[src/sfms_pkg.sv]
package sfms_pkg;
    // register indices; byte address is four times the index
    localparam logic [7:0]  CFG_IDX    = 8'ha1;
    localparam logic [7:0]  MODE_IDX   = 8'ha2;
    localparam logic [7:0]  STAT_IDX   = 8'ha3;
    localparam logic [7:0]  DATA_IDX   = 8'ha4;
    localparam logic [11:0] CFG_ADDR   = {2'b00, CFG_IDX, 2'b00};
    localparam logic [11:0] MODE_ADDR  = {2'b00, MODE_IDX, 2'b00};
    localparam logic [11:0] STAT_ADDR  = {2'b00, STAT_IDX, 2'b00};
    localparam logic [11:0] DATA_ADDR  = {2'b00, DATA_IDX, 2'b00};
    // config fields (cfg register holds bits 7..2)
    localparam int CFG_IRQEN = 7;
    localparam int CFG_ON    = 6;
    localparam int CFG_HOST  = 5;
    localparam int CFG_IDLE_CLOCK_LEVEL  = 4;
    localparam int CFG_SHIFT_PHASE  = 3;
    localparam int CFG_HOST_SAMPLE_EDGE  = 2;
    // mode fields
    localparam int MODE_THR   = 6;
    localparam int MODE_FLUSH = 5;
    localparam int MODE_DIV   = 1;
    localparam int MODE_ORDER = 0;
    localparam logic [7:0] MODE_MASK = 8'hcf;
    // status flag positions within the status register
    localparam int SB_DONE = 7;
    localparam int SB_RX_OVERRUN_FLAG = 6;
    localparam int SB_TX_OVERRUN_FLAG = 5;
    localparam int SB_TX_UNDERRUN_FLAG = 4;
    // reset values
    localparam logic [7:2] CFG_RST   = 6'h08;
    localparam logic [7:0] MODE_RST  = 8'h00;
    localparam logic [3:0] FLAGS_RST = 4'h0;
    localparam logic [3:0] PIN_RST   = 4'h8;
    // fifo and frame counts
    localparam int         FIFO_DEPTH = 4;
    localparam logic [3:0] LAST_EDGE  = 4'hf;
    localparam logic [2:0] LAST_BIT   = 3'h7;
    // half period of the serial clock in system clocks, per divider code
    localparam logic [8:0] HALF_TBL [8] = '{9'h003, 9'h004, 9'h008, 9'h010,
                                           9'h020, 9'h040, 9'h080, 9'h100};
    localparam logic [1:0] RESP_OKAY   = 2'b00;
    localparam logic [1:0] RESP_SLVERR = 2'b10;
    typedef enum logic [2:0] {
        ST_IDLE = 3'b001,
        ST_HOST = 3'b010,
        ST_DEV  = 3'b100
    } sfms_state_t;
endpackage

[src/sfms_top.sv]
// Operation
// serial port runs only while port_on is set; clearing it clears sticky flags.
// host_select 1 makes us clock master; 0 makes us a slave.
// generated serial clock idles at idle_clock_level.
// master shifts on rising edge when shift_phase differs from idle level, else falling.
// master samples on rising edge if host_sample_edge is 1, else falling.
// slave samples rising, shifts falling when polarity equals phase; otherwise reversed.
// interrupt reaches the processor only while irq_en_bit is set.
// transfer interrupt after threshold code plus one bytes.
// writing queue_flush empties both fifos.
// master clock divider codes select divide by 6 up to 512.
// bit_order 1 sends msb first, 0 lsb first.
// transfer_done_flag sets on completion; cleared by writing 0 or disabling.
// byte received while rx fifo full sets rx_overrun_flag.
// data write while tx fifo full sets tx_overrun_flag.
// transmission with tx fifo empty sets tx_underrun_flag.
// rx_full and rx_empty are read-only fifo status.
// tx_full and tx_empty are read-only fifo status.
// data register reads pop rx fifo, writes push tx fifo.
// four-byte transmit fifo and separate four-byte receive fifo.
// external master selects us in slave mode with active-low slave enable.
// enabled master clocks out bytes while tx fifo holds data.
//
// The AXI4-Lite slave port was left to the implementer.
`timescale 1ns/1ps
`default_nettype none
module sfms_top (
    input  wire logic        clk,
    input  wire logic        rst,
    input  wire logic        awvalid,
    output logic             awready,
    input  wire logic [11:0] awaddr,
    input  wire logic        wvalid,
    output logic             wready,
    input  wire logic [31:0] wdata,
    input  wire logic [3:0]  wstrb,
    output logic             bvalid,
    input  wire logic        bready,
    output logic      [1:0]  bresp,
    input  wire logic        arvalid,
    output logic             arready,
    input  wire logic [11:0] araddr,
    output logic             rvalid,
    input  wire logic        rready,
    output logic      [31:0] rdata,
    output logic      [1:0]  rresp,
    input  wire logic        sclkIn,
    output logic             sclkOut,
    output logic             sclkOeN,
    input  wire logic        mosiIn,
    output logic             mosiOut,
    output logic             mosiOeN,
    input  wire logic        misoIn,
    output logic             misoOut,
    output logic             misoOeN,
    input  wire logic        slaveSelN,
    output logic             irq
);
    function automatic logic hit(input logic [11:0] a, input logic [11:0] t);
        hit = (a[11:2] == t[11:2]);
    endfunction
    function automatic logic [7:0] shf(input logic [7:0] v, input logic b, input logic msb);
        shf = msb ? {v[6:0], b} : {b, v[7:1]};
    endfunction
    function automatic logic [8:0] halfDiv(input logic [2:0] sel);
        halfDiv = sfms_pkg::HALF_TBL[sel];
    endfunction

    // pin synchroniser: {slaveSelN, misoIn, mosiIn, sclkIn}
    logic [3:0] s1_r;
    logic [3:0] s2_r;
    logic [3:0] s3_r;
    logic [3:0] pin_r;
    logic [3:0] pinPrev_r;
    logic [3:0] pin_nxt;
    always_comb begin
        pin_nxt = (s2_r & ~(s2_r ^ s3_r)) | (pin_r & (s2_r ^ s3_r));
    end
    always_ff @(posedge clk) begin
        if (rst) begin
            s1_r      <= sfms_pkg::PIN_RST;
            s2_r      <= sfms_pkg::PIN_RST;
            s3_r      <= sfms_pkg::PIN_RST;
            pin_r     <= sfms_pkg::PIN_RST;
            pinPrev_r <= sfms_pkg::PIN_RST;
        end else begin
            s1_r      <= {slaveSelN, misoIn, mosiIn, sclkIn};
            s2_r      <= s1_r;
            s3_r      <= s2_r;
            pin_r     <= pin_nxt;
            pinPrev_r <= pin_r;
        end
    end
    logic sRise;
    logic sFall;
    assign sRise = pin_r[0] && !pinPrev_r[0];
    assign sFall = !pin_r[0] && pinPrev_r[0];

    // registers
    logic [7:2] cfg_r;
    logic [7:2] cfg_nxt;
    logic [7:0] mode_r;
    logic [7:0] mode_nxt;
    logic [3:0] flags_r;
    logic [3:0] flags_nxt;
    logic [1:0] cnt_r;
    logic [1:0] cnt_nxt;
    logic       portOn;
    logic       hostSel;
    logic       idle_clock_level;
    logic       shift_phase;
    logic       msbFirst;
    assign portOn   = cfg_r[sfms_pkg::CFG_ON];
    assign hostSel  = cfg_r[sfms_pkg::CFG_HOST];
    assign idle_clock_level     = cfg_r[sfms_pkg::CFG_IDLE_CLOCK_LEVEL];
    assign shift_phase     = cfg_r[sfms_pkg::CFG_SHIFT_PHASE];
    assign msbFirst = mode_r[sfms_pkg::MODE_ORDER];

    // axi-lite slave state
    logic        awHeld_r, awHeld_nxt, wHeld_r, wHeld_nxt;
    logic [11:0] awAddr_r, awAddr_nxt;
    logic [7:0]  wData_r, wData_nxt;
    logic        wStrb_r, wStrb_nxt;
    logic        bvalid_r, bvalid_nxt, rvalid_r, rvalid_nxt;
    logic        awready_r, awready_nxt, wready_r, wready_nxt, arready_r, arready_nxt;
    logic [1:0]  bresp_r, bresp_nxt, rresp_r, rresp_nxt;
    logic [7:0]  rdata_r, rdata_nxt;
    logic        wrFire, arFire, wrCfg, wrMode, wrStat, wrData;
    assign wrFire = awHeld_r && wHeld_r && !bvalid_r;
    assign arFire = arvalid && arready_r;
    assign wrCfg  = wrFire && wStrb_r && hit(awAddr_r, sfms_pkg::CFG_ADDR);
    assign wrMode = wrFire && wStrb_r && hit(awAddr_r, sfms_pkg::MODE_ADDR);
    assign wrStat = wrFire && wStrb_r && hit(awAddr_r, sfms_pkg::STAT_ADDR);
    assign wrData = wrFire && wStrb_r && hit(awAddr_r, sfms_pkg::DATA_ADDR);

    // fifos
    logic       flush, txPush, txPopEng, txFull, txEmpty;
    logic       rxPush, rxPop, rxFull, rxEmpty;
    logic [7:0] txHead, rxHead;
    logic [7:0] rxSh_r, rxSh_nxt;
    assign flush  = wrMode && wData_r[sfms_pkg::MODE_FLUSH];
    assign txPush = wrData && !txFull;
    assign rxPop  = arFire && hit(araddr, sfms_pkg::DATA_ADDR) && !rxEmpty;

    sfms_fifo txFifo (
        .clk   (clk),
        .rst   (rst),
        .flush (flush),
        .push  (txPush),
        .din   (wData_r),
        .pop   (txPopEng),
        .dout  (txHead),
        .full  (txFull),
        .empty (txEmpty)
    );
    sfms_fifo rxFifo (
        .clk   (clk),
        .rst   (rst),
        .flush (flush),
        .push  (rxPush),
        .din   (rxSh_nxt),
        .pop   (rxPop),
        .dout  (rxHead),
        .full  (rxFull),
        .empty (rxEmpty)
    );

    // serial engine
    sfms_pkg::sfms_state_t st_r, st_nxt;
    logic [8:0] hc_r, hc_nxt;
    logic [3:0] ec_r, ec_nxt;
    logic [2:0] bc_r, bc_nxt;
    logic       ld_r, ld_nxt, sclk_r, sclk_nxt;
    logic [7:0] txSh_r, txSh_nxt;
    logic       byteDone, underrun, sampleEdge, shiftEdge;
    assign sampleEdge = (idle_clock_level == shift_phase) ? sRise : sFall;
    assign shiftEdge  = (idle_clock_level == shift_phase) ? sFall : sRise;
    assign rxPush     = byteDone && !rxFull;

    always_comb begin
        st_nxt   = st_r;
        hc_nxt   = hc_r;
        ec_nxt   = ec_r;
        bc_nxt   = bc_r;
        ld_nxt   = ld_r;
        sclk_nxt = sclk_r;
        txSh_nxt = txSh_r;
        rxSh_nxt = rxSh_r;
        txPopEng = 1'b0;
        byteDone = 1'b0;
        underrun = 1'b0;
        unique case (st_r)
            sfms_pkg::ST_IDLE: begin
                sclk_nxt = idle_clock_level;
                hc_nxt   = 9'h000;
                ec_nxt   = 4'h0;
                bc_nxt   = 3'h0;
                ld_nxt   = 1'b0;
                if (portOn && hostSel && !txEmpty) begin
                    st_nxt   = sfms_pkg::ST_HOST;
                    txPopEng = 1'b1;
                    txSh_nxt = txHead;
                end else if (portOn && !hostSel && !pin_r[3]) begin
                    st_nxt = sfms_pkg::ST_DEV;
                end
            end
            sfms_pkg::ST_HOST: begin
                if (!portOn || !hostSel) begin
                    st_nxt   = sfms_pkg::ST_IDLE;
                    sclk_nxt = idle_clock_level;
                end else if (hc_r == halfDiv(mode_r[3:1]) - 9'h001) begin
                    hc_nxt   = 9'h000;
                    sclk_nxt = !sclk_r;
                    ec_nxt   = ec_r + 4'h1;
                    if ((!sclk_r == (idle_clock_level ^ shift_phase)) && ec_r != 4'h0) begin
                        txSh_nxt = shf(txSh_r, 1'b0, msbFirst);
                    end
                    if (!sclk_r == cfg_r[sfms_pkg::CFG_HOST_SAMPLE_EDGE]) begin
                        rxSh_nxt = shf(rxSh_r, pin_r[2], msbFirst);
                    end
                    if (ec_r == sfms_pkg::LAST_EDGE) begin
                        byteDone = 1'b1;
                        if (!txEmpty) begin
                            txPopEng = 1'b1;
                            txSh_nxt = txHead;
                        end else begin
                            st_nxt = sfms_pkg::ST_IDLE;
                        end
                    end
                end else begin
                    hc_nxt = hc_r + 9'h001;
                end
            end
            sfms_pkg::ST_DEV: begin
                if (!portOn || hostSel || pin_r[3]) begin
                    st_nxt = sfms_pkg::ST_IDLE;
                end else begin
                    if (!ld_r) begin
                        ld_nxt = 1'b1;
                        if (!txEmpty) begin
                            txPopEng = 1'b1;
                            txSh_nxt = txHead;
                        end else begin
                            txSh_nxt = 8'h00;
                            underrun = 1'b1;
                        end
                    end else if (shiftEdge && bc_r != 3'h0) begin
                        txSh_nxt = shf(txSh_r, 1'b0, msbFirst);
                    end
                    if (sampleEdge) begin
                        rxSh_nxt = shf(rxSh_r, pin_r[1], msbFirst);
                        bc_nxt   = bc_r + 3'h1;
                        if (bc_r == sfms_pkg::LAST_BIT) begin
                            byteDone = 1'b1;
                            ld_nxt   = 1'b0;
                        end
                    end
                end
            end
        endcase
    end

    always_ff @(posedge clk) begin
        if (rst) begin
            st_r   <= sfms_pkg::ST_IDLE;
            hc_r   <= 9'h000;
            ec_r   <= 4'h0;
            bc_r   <= 3'h0;
            ld_r   <= 1'b0;
            sclk_r <= 1'b0;
            txSh_r <= 8'h00;
            rxSh_r <= 8'h00;
        end else begin
            st_r   <= st_nxt;
            hc_r   <= hc_nxt;
            ec_r   <= ec_nxt;
            bc_r   <= bc_nxt;
            ld_r   <= ld_nxt;
            sclk_r <= sclk_nxt;
            txSh_r <= txSh_nxt;
            rxSh_r <= rxSh_nxt;
        end
    end

    // register file, bus answers and pin outputs
    logic dOut_r, dOut_nxt, sclkOeN_r, sclkOeN_nxt, misoOeN_r, misoOeN_nxt, irq_r, irq_nxt;
    always_comb begin
        cfg_nxt   = cfg_r;
        mode_nxt  = mode_r;
        flags_nxt = flags_r;
        cnt_nxt   = cnt_r;
        if (wrCfg) begin
            cfg_nxt = wData_r[7:2];
        end
        if (wrMode) begin
            mode_nxt = wData_r & sfms_pkg::MODE_MASK;
        end
        if (wrStat) begin
            flags_nxt = flags_r & wData_r[7:4];
        end
        if (byteDone) begin
            if (cnt_r == mode_r[7:6]) begin
                cnt_nxt = 2'h0;
                flags_nxt[sfms_pkg::SB_DONE - 4] = 1'b1;
            end else begin
                cnt_nxt = cnt_r + 2'h1;
            end
            if (rxFull) begin
                flags_nxt[sfms_pkg::SB_RX_OVERRUN_FLAG - 4] = 1'b1;
            end
        end
        if (wrData && txFull) begin
            flags_nxt[sfms_pkg::SB_TX_OVERRUN_FLAG - 4] = 1'b1;
        end
        if (underrun) begin
            flags_nxt[sfms_pkg::SB_TX_UNDERRUN_FLAG - 4] = 1'b1;
        end
        if (!portOn) begin
            flags_nxt = sfms_pkg::FLAGS_RST;
            cnt_nxt   = 2'h0;
        end
        irq_nxt     = cfg_r[sfms_pkg::CFG_IRQEN] && (flags_r != 4'h0);
        dOut_nxt    = msbFirst ? txSh_nxt[7] : txSh_nxt[0];
        sclkOeN_nxt = !(portOn && hostSel);
        misoOeN_nxt = (st_nxt != sfms_pkg::ST_DEV);
        // write channel
        awHeld_nxt = awHeld_r;
        wHeld_nxt  = wHeld_r;
        awAddr_nxt = awAddr_r;
        wData_nxt  = wData_r;
        wStrb_nxt  = wStrb_r;
        bvalid_nxt = bvalid_r && !bready;
        bresp_nxt  = bresp_r;
        if (awvalid && awready_r) begin
            awHeld_nxt = 1'b1;
            awAddr_nxt = awaddr;
        end
        if (wvalid && wready_r) begin
            wHeld_nxt = 1'b1;
            wData_nxt = wdata[7:0];
            wStrb_nxt = wstrb[0];
        end
        if (wrFire) begin
            awHeld_nxt = 1'b0;
            wHeld_nxt  = 1'b0;
            bvalid_nxt = 1'b1;
            bresp_nxt  = (hit(awAddr_r, sfms_pkg::CFG_ADDR) || hit(awAddr_r, sfms_pkg::MODE_ADDR) ||
                          hit(awAddr_r, sfms_pkg::STAT_ADDR) || hit(awAddr_r, sfms_pkg::DATA_ADDR))
                         ? sfms_pkg::RESP_OKAY : sfms_pkg::RESP_SLVERR;
        end
        awready_nxt = !awHeld_nxt && !bvalid_nxt;
        wready_nxt  = !wHeld_nxt && !bvalid_nxt;
        // read channel
        rvalid_nxt = rvalid_r && !rready;
        rdata_nxt  = rdata_r;
        rresp_nxt  = rresp_r;
        if (arFire) begin
            rvalid_nxt = 1'b1;
            rresp_nxt  = sfms_pkg::RESP_OKAY;
            if (hit(araddr, sfms_pkg::CFG_ADDR)) begin
                rdata_nxt = {cfg_r, 2'b00};
            end else if (hit(araddr, sfms_pkg::MODE_ADDR)) begin
                rdata_nxt = mode_r;
            end else if (hit(araddr, sfms_pkg::STAT_ADDR)) begin
                rdata_nxt = {flags_r, rxFull, rxEmpty, txFull, txEmpty};
            end else if (hit(araddr, sfms_pkg::DATA_ADDR)) begin
                rdata_nxt = rxHead;
            end else begin
                rdata_nxt = 8'h00;
                rresp_nxt = sfms_pkg::RESP_SLVERR;
            end
        end
        arready_nxt = !rvalid_nxt;
    end

    always_ff @(posedge clk) begin
        if (rst) begin
            cfg_r     <= sfms_pkg::CFG_RST;
            mode_r    <= sfms_pkg::MODE_RST;
            flags_r   <= sfms_pkg::FLAGS_RST;
            cnt_r     <= 2'h0;
            irq_r     <= 1'b0;
            dOut_r    <= 1'b0;
            sclkOeN_r <= 1'b1;
            misoOeN_r <= 1'b1;
            awHeld_r  <= 1'b0;
            wHeld_r   <= 1'b0;
            awAddr_r  <= 12'h000;
            wData_r   <= 8'h00;
            wStrb_r   <= 1'b0;
            bvalid_r  <= 1'b0;
            bresp_r   <= sfms_pkg::RESP_OKAY;
            awready_r <= 1'b0;
            wready_r  <= 1'b0;
            rvalid_r  <= 1'b0;
            rdata_r   <= 8'h00;
            rresp_r   <= sfms_pkg::RESP_OKAY;
            arready_r <= 1'b0;
        end else begin
            cfg_r     <= cfg_nxt;
            mode_r    <= mode_nxt;
            flags_r   <= flags_nxt;
            cnt_r     <= cnt_nxt;
            irq_r     <= irq_nxt;
            dOut_r    <= dOut_nxt;
            sclkOeN_r <= sclkOeN_nxt;
            misoOeN_r <= misoOeN_nxt;
            awHeld_r  <= awHeld_nxt;
            wHeld_r   <= wHeld_nxt;
            awAddr_r  <= awAddr_nxt;
            wData_r   <= wData_nxt;
            wStrb_r   <= wStrb_nxt;
            bvalid_r  <= bvalid_nxt;
            bresp_r   <= bresp_nxt;
            awready_r <= awready_nxt;
            wready_r  <= wready_nxt;
            rvalid_r  <= rvalid_nxt;
            rdata_r   <= rdata_nxt;
            rresp_r   <= rresp_nxt;
            arready_r <= arready_nxt;
        end
    end

    assign awready = awready_r;
    assign wready  = wready_r;
    assign bvalid  = bvalid_r;
    assign bresp   = bresp_r;
    assign arready = arready_r;
    assign rvalid  = rvalid_r;
    assign rdata   = {24'h0000_00, rdata_r};
    assign rresp   = rresp_r;
    assign sclkOut = sclk_r;
    assign sclkOeN = sclkOeN_r;
    assign mosiOut = dOut_r;
    assign mosiOeN = sclkOeN_r;
    assign misoOut = dOut_r;
    assign misoOeN = misoOeN_r;
    assign irq     = irq_r;
endmodule // sfms_top
`default_nettype wire

[src/sfms_fifo.sv]
`timescale 1ns/1ps
`default_nettype none
module sfms_fifo (
    input  wire logic       clk,
    input  wire logic       rst,
    input  wire logic       flush,
    input  wire logic       push,
    input  wire logic [7:0] din,
    input  wire logic       pop,
    output logic      [7:0] dout,
    output logic            full,
    output logic            empty
);
    logic [7:0] mem [sfms_pkg::FIFO_DEPTH];
    logic [1:0] wp_r;
    logic [1:0] wp_nxt;
    logic [1:0] rp_r;
    logic [1:0] rp_nxt;
    logic [2:0] cnt_r;
    logic [2:0] cnt_nxt;
    logic       doPush;
    logic       doPop;

    assign full   = (cnt_r == 3'(sfms_pkg::FIFO_DEPTH));
    assign empty  = (cnt_r == 3'h0);
    assign dout   = mem[rp_r];
    assign doPush = push && !full;
    assign doPop  = pop && !empty;

    always_comb begin
        wp_nxt  = wp_r + 2'(doPush);
        rp_nxt  = rp_r + 2'(doPop);
        cnt_nxt = cnt_r + 3'(doPush) - 3'(doPop);
        if (flush) begin
            wp_nxt  = 2'h0;
            rp_nxt  = 2'h0;
            cnt_nxt = 3'h0;
        end
    end

    always_ff @(posedge clk) begin
        if (rst) begin
            wp_r  <= 2'h0;
            rp_r  <= 2'h0;
            cnt_r <= 3'h0;
        end else begin
            wp_r  <= wp_nxt;
            rp_r  <= rp_nxt;
            cnt_r <= cnt_nxt;
        end
        if (doPush && !flush) begin
            mem[wp_r] <= din;
        end
    end
endmodule // sfms_fifo
`default_nettype wire

[config.mk]
export PLATFORM = sky130hd
export DESIGN_NAME = sfms_top
export DESIGN_NICKNAME = d
export VERILOG_FILES = /design/src/sfms_pkg.sv /design/src/sfms_top.sv /design/src/sfms_fifo.sv
export SDC_FILE = /design/constraint.sdc
export NUM_CORES = 1
export LEC_CHECK = 0
export BUFFER_PORTS_ARGS = -buffer_cell sky130_fd_sc_hd__clkbuf_2
export CORE_ASPECT_RATIO = 2
export CORE_MARGIN = 2
export CORE_UTILIZATION = 56
export CTS_BUF_LIST = sky130_fd_sc_hd__clkbuf_8
export CTS_CLUSTER_SIZE = 25
export DETAILED_ROUTE_END_ITERATION = 8
export PLACE_DENSITY_LB_ADDON = 0.1
export SETUP_SLACK_MARGIN = 0.5
export SKIP_CTS_REPAIR_TIMING = 1
export SYNTH_ARGS = -nofsm -noshare
export SYNTH_HDL_FRONTEND = slang
export SYNTH_HIERARCHICAL = 1
export SYNTH_SLANG_ARGS = --single-unit
[constraint.sdc]
create_clock -name clk -period 5.05 [get_ports clk]
set_input_delay 0.7575 -clock clk [delete_from_list [all_inputs] [get_ports clk]]
set_output_delay 0.7575 -clock clk [all_outputs]
set_load 0.02 [all_outputs]
==> metrics.csv, run 1 <==
metric;value;unit
met3_usage;0.0400;
slew_headroom;0.159;
fp-row-count;64;
cp-start-kind;register;
grt_most_used_layer;met2;
worst_pin_slew;1.25;ns
n_antenna_cell;0;
die-area;16800;um^2
worstSetupPathType;reg -> reg;
period_share;0.842;
wire_per_inst;18.2;um
first_iter_violations;338;
gp_congestion;0.861;
worst_ir_drop_vdd;0.369;mV
wl;19700;um
synth_cell_type_count;78;
timing.fmax;235;MHz
required;5.37;ns
die-width;92.6;um
grtUsageMet1;0.256;
coreArea;15400;um^2
ys_seq_elements;190;
yosys_warnings;6;
clockRootBuffer;clkbuf_8;
cts_buffers;17;
layout.cells.non_filler;1082;
portBuffers;61;
grt_pass1_wl;31400;um
dpl_worst_slack;0.845;ns
pin_count;119;
clkTransAtPathRegs;0.10;ns
synth.avg_cell_area;10.7;um^2
route.detailed.drc;0;
drive_above_1_share;0.180;
grt_max_degree;62;
maxSlewViolCount;0;
pwr_density_cell;284;nW/um^2
critical_path_arrival;4.57;ns
synth_flop_cell;dfxtp_1;
htree_levels;4;
dieHeight;181;um
syn_to_final_growth;7.89;%
cp_max_fo;13;
synth-async-reset-ratio;0;
nets;955;
timing.setup.tns;0;ns
vias_per_cell;5.78;
antenna_found_initial;0;
status;complete, no violations;
drv_cap;0;
use_met2;0.457;
ys_seq_area_frac;0.505;
clk_path_buf_depth;2;
fin_util;0.618;
hold_class;reg -> reg;
place_hpwl;14600;um
fin_worst_skew;0.0182;ns
post-route-min-period;4.25;ns
rsz0062_at_grt;false;
cts_tree;yes;
synth-edff-count;64;
dpl.cell_count;1050;
drtAntennaViolNets;0;
cts_num_sinks;190;
power.total;2.69;mW
start_util;0.572;
regToRegSetupSlack;0.80;ns
grt_usage;0.242;
clock_latency;0.47;ns
setup_viol;0;
overflow;0;
synth_area;8800;um^2
p_leak;3.51;nW
grt_pass1_vias;6246;
finalHoldViolations;0;
drtPass1Iterations;5;
syn_inst;821;
vias;6254;
endpoint_kind;register;
fin_ws;0.800;ns
==> stage by stage <==
stage / hold WS, ns / cell area [um^2]
final: 0.416 / 9490
after detailed placement: 0.395 / 9110
after global routing: 0.435 / 9490
after floorplan: 0.389 / 8890
after global placement: 0.402 / 9110
after CTS: 0.416 / 9490
==> sequential cells by signal, indices dropped and copies added (netlist names), 4 cells and up, named ones only <==
register and flops:
rxFifo/mem 32, txFifo/mem 32, awAddr_r 10, hc_r 9, rdata_r 8, rxSh_r 8, txSh_r 8, wData_r 8
cfg_r 6, mode_r 6, ec_r 4, flags_r 4, s1_r 4, s2_r 4, s3_r 4
==> worst max-delay path: stages (launching register included) <==
cell and delay, ns:
dfxtp_1 0.47, or3_1 0.43, ha_1 0.31, or2b_1 0.27
o211ai_1 0.30, xor2_1 0.46, nor2_1 0.12, a41oi_1 0.35
nor2_1 0.13, nand2b_4 0.16, xor2_2 0.08, ha_1 0.21
fa_1 0.40, xnor2_1 0.20, xnor2_1 0.14, nor3_1 0.06
==> cell usage in the layout, fill, tap and decap left out, types with 10 or more instances in the layout <==
cell type	count
dfxtp_1	126
nand2_1	85
nor2_1	65
edfxtp_1	64
clkbuf_2	60
a21oi_1	59
mux2i_1	31
conb_1	26
o21ai_0	25
nor3_1	24
and2_1	18
nor2b_1	17
clkbuf_8	17
mux4_2	16
xor2_1	15
nand2b_1	14
mux2_2	14
inv_1	12
nand3_1	11
xnor2_1	11
ha_1	11
o211ai_1	10
==> Yosys cell counts (5+ instances only) <==
master      n  area, um^2
or2_2       6        37.5
nand3_1    11        55.1
buf_4      30         225
dfxtp_1   126        2520
mux4_2     16         360
and2_1     18         113
nor2b_1    17         106
a21oi_1    59         295
nand2_1    85         319
nand4_1     8        50.1
and3_1      9        56.3
inv_1      11        41.3
xor2_1     15         131
or3_1       5        31.3
nor4_1      5        31.3
o211ai_1   10        75.1
xnor2_1    11        96.3
mux2_2     14         158
clkbuf_1   23        86.3
nor3_1     24         120
nand2b_1   14        87.6
o21ai_0    25         125
edfxtp_1   64        1920
a211oi_1    5        37.5
nor2_1     65         244
ha_1       11         138
mux2i_1    31         310
==> metal layers <==
layer  up-vias  share of wire
met3        46          0.033
met5         -              0
met4         0          0.038
met2       177           0.57
met1      3017           0.36
li1       3014              -
==> path summary, 6_finish.rpt <==
kind / start / endpoint / cells past startpoint
min: s1_r[3] / s2_r[3] / 1
min reg2reg: s1_r[3] / s2_r[3] / 1
max: mode_r[1] / rxFifo/cnt_r[2] / 15
max reg2reg: mode_r[1] / rxFifo/cnt_r[2] / 15
==> cell type report <==
type,count,area (um^2)
clock buffer,17,234
clock inverter,15,151
fill,1324,5880
inverter,13,48.8
multi-input combinational,579,4000
sequential,190,4440
tap,198,248
timing repair buffer,70,373
==> logic make-up (layout without fill, tap and decap cells) <==
| group | count (synthesis) | after routing | share of synthesized area |
|---|---|---|---|
| adder cells (fa/ha/maj) | 13 | 13 | 0.0202 |
| buffers and inverters | 77 | 115 | 0.0516 |
| AND/OR/NAND/NOR | 295 | 295 | 0.175 |
| XOR/XNOR | 29 | 29 | 0.0321 |
| other | 1 | 26 | 0.000426 |
| AO/OA/AOI/OAI | 155 | 155 | 0.121 |
| multiplexers | 61 | 61 | 0.0941 |
| flip-flops | 190 | 190 | 0.505 |
==> power breakdown <==
group	internal (mW)	switching (mW)	leakage (nW)
Sequential	1.59	0.0177	1.61
Combinational	0.0342	0.0734	1.70
Clock	0.408	0.568	0.198
Total	2.03	0.659	3.51
Note: power is estimated with default switching activity, not from simulation.
==> run 2: changes to the inputs <==
--- a/config.mk
+++ b/config.mk
@@ -8,7 +8,7 @@
 export BUFFER_PORTS_ARGS = -buffer_cell sky130_fd_sc_hd__clkbuf_2
 export CORE_ASPECT_RATIO = 2
 export CORE_MARGIN = 2
-export CORE_UTILIZATION = 56
+export CORE_UTILIZATION = 54
 export CTS_BUF_LIST = sky130_fd_sc_hd__clkbuf_8
 export CTS_CLUSTER_SIZE = 25
 export DETAILED_ROUTE_END_ITERATION = 8
==> constraint.sdc (replaced) <==
create_clock -name clk -period 3.7 [get_ports clk]
set_input_delay 0.555 -clock clk [delete_from_list [all_inputs] [get_ports clk]]
set_output_delay 0.555 -clock clk [all_outputs]
set_load 0.02 [all_outputs]
==> run 2 against run 1 <==
Compared with the run above:
- global-route usage shrank 1.5 points
- maximum frequency increased by 25%
- clock skew shrank 0.0042 ns
- largest cell class unchanged
- via count down 0.32%
- highest routed layer unchanged
==> metrics.csv, run 2 (same netlist as run 1, synthesis figures left out) <==
metric;value;unit;change
netSwitchingFraction;0.233;;-0.0116
wl;19200;um;-2.4%
pwr_density_cell;372;nW/um^2;+31%
critical_path_arrival;3.74;ns;-0.83 ns
die-area;17400;um^2;+3.6%
first_iter_violations;346;;+2.4%
slowest_stage;or3_4;;
n_antenna_cell;0;;unchanged
pwr-share-comb;0.040;;about the same
slowest_delay;0.38;ns;-0.09 ns
route.detailed.drc;0;;unchanged
p_seq_frac;0.594;;-0.004
clockRootBuffer;clkbuf_8;;
reg_top3;rxFifo/mem: 32 flops, txFifo/mem: 32 flops, awAddr_r: 10 flops;;
gp_congestion;0.858;;-0.36%
coreArea;16100;um^2;+4.7%
clkPwrFrac;0.367;;+0.005
worst_pin_slew;0.880;ns;-0.372 ns
cp-start-kind;register;;
regToRegSetupSlack;0.31;ns;-0.49 ns
die-width;94.3;um;+1.8%
drtPass1Iterations;8;;+3
crit_start;mode_r[2];;
finalHoldViolations;0;;unchanged
grt_max_degree;53;;-15%
grt_usage;0.228;;-0.0147
status;complete, no violations;;
clk_path_buf_depth;2;;unchanged
fin_util;0.618;;about the same
p_leak;3.69;nW;+5.3%
worstPathCellList;or3_4 > ha_4 > or2b_1 > o211ai_1 > buf_4 > xnor2_2 > o2111ai_2 > o21ai_4 > o31ai_4 > xor2_2 > ha_2 > fa_2 > xnor2_2 > xnor2_1 > nor3_1;;
ff2ff_path_depth;15;;unchanged
rr_endpoint;txFifo/cnt_r[2];;
portBuffers;61;;unchanged
cts_num_sinks;190;;unchanged
hold_slack;0.263;ns;-0.153 ns
pin_count;119;;unchanged
syn_to_final_growth;13.1;%;
hold_class;in -> reg;;
r2r_start;mode_r[2];;
critPathMostFrequentCell;xnor2_2;;
clkTransAtPathRegs;0.10;ns;about the same
intPower;2.84;mW;+40%
place_hpwl;13700;um;-6.3%
overflow;0;;unchanged
final_cell_mix;dfxtp_1 (124), nand2_1 (84), edfxtp_1 (64);;
nets;984;;+3.0%
drtAntennaViolNets;0;;unchanged
start_util;0.546;;-0.0259
fp-row-count;66;;+3.1%
slew_headroom;0.407;;+0.248
period_share;0.915;;+0.0738
power.switching;863;uW;+31%
timing.fmax;295;MHz;+25%
cp-endpoint;txFifo/cnt_r[2];;
vias_per_cell;5.58;;-3.4%
final_common_cell;dfxtp_1;;
grt_pass1_vias;5924;;-5.2%
worst_ir_drop_vdd;0.248;mV;-33%
post-route-min-period;3.39;ns;-0.863 ns
cts_buffers;17;;unchanged
wire_per_inst;17.2;um;-5.5%
cts_tree;yes;;
cp_max_fo;6;;-7
clock_latency;0.47;ns;about the same
htree_levels;4;;unchanged
required;4.05;ns;-1.32 ns
endpoint_kind;register;;
drv_cap;0;;unchanged
dieHeight;185;um;+1.8%
worstSetupPathType;reg -> reg;;
maxSlewViolCount;0;;unchanged
vias;6234;;-0.32%
setup_viol;0;;unchanged
antenna_found_initial;0;;unchanged
drive_above_1_share;0.235;;+0.0556
rsz0062_at_grt;true;;
grt_pass1_wl;30100;um;-4.0%
timing.setup.tns;0;ns;unchanged
fin_worst_skew;0.0139;ns;-0.00425 ns
run 2: metrics by stage:
stage	std cells	setup WS (ns)	power, mW	instance area [um^2]
after CTS	1110	0.0262	3.74	9730
after global routing	1117	0.142	3.83	9950
after detailed placement	1078	0.0506	2.39	9340
after global placement	1078	0.0786	2.39	9340
after floorplan	846	0.0122	2.36	8960
final	1117	0.313	3.70	9950
run 2: layout make-up:
cell class                      count  area (um^2)
Clock inverter                     14          143
Sequential cell                   190         4450
Inverter                           13         48.8
Clock buffer                       18          248
Timing Repair Buffer               99          609
Multi-Input combinational cell    579         4200
Fill cell                        1357         6150
Tap cell                          204          255
run 2: worst max-delay path, delay by kind of cell (launching register included):
family / cells / cell delay [ns]
compound gates: 4 / 0.75
fa+ha+maj: 3 / 0.74
simple gates: 3 / 0.67
xor+xnor: 4 / 0.58
flops: 1 / 0.36
buf+inv: 1 / 0.17
run 2: worst min-delay path by stage:
stage,start,end,slack [ns],depth (start not counted)
floorplan,s1_r[3],s2_r[3],0.39,1
global route,slaveSelN,s1_r[3],0.25,2
global placement,s1_r[3],s2_r[3],0.40,1
CTS,slaveSelN,s1_r[3],0.24,2
detailed placement,s1_r[3],s2_r[3],0.40,1
finish,slaveSelN,s1_r[3],0.26,2
run 2: routing by layer:
metal	track usage	up-vias	wire (um)
met4	0.0962	0	540
li1	-	3083	-
met3	0.0401	35	731
met1	0.294	2976	8310
met5	0	-	0
met2	0.374	140	9660
run 2: power by group through the flow:
stage / Clock [mW] / Combinational (mW) / Sequential [mW]
2_1_floorplan: 0 / 0.107 / 2.25
3_3_place_gp: 0 / 0.146 / 2.25
3_5_place_dp: 0 / 0.147 / 2.25
4_1_cts: 1.39 / 0.148 / 2.20
5_1_grt: 1.47 / 0.165 / 2.20
6_report: 1.36 / 0.147 / 2.20
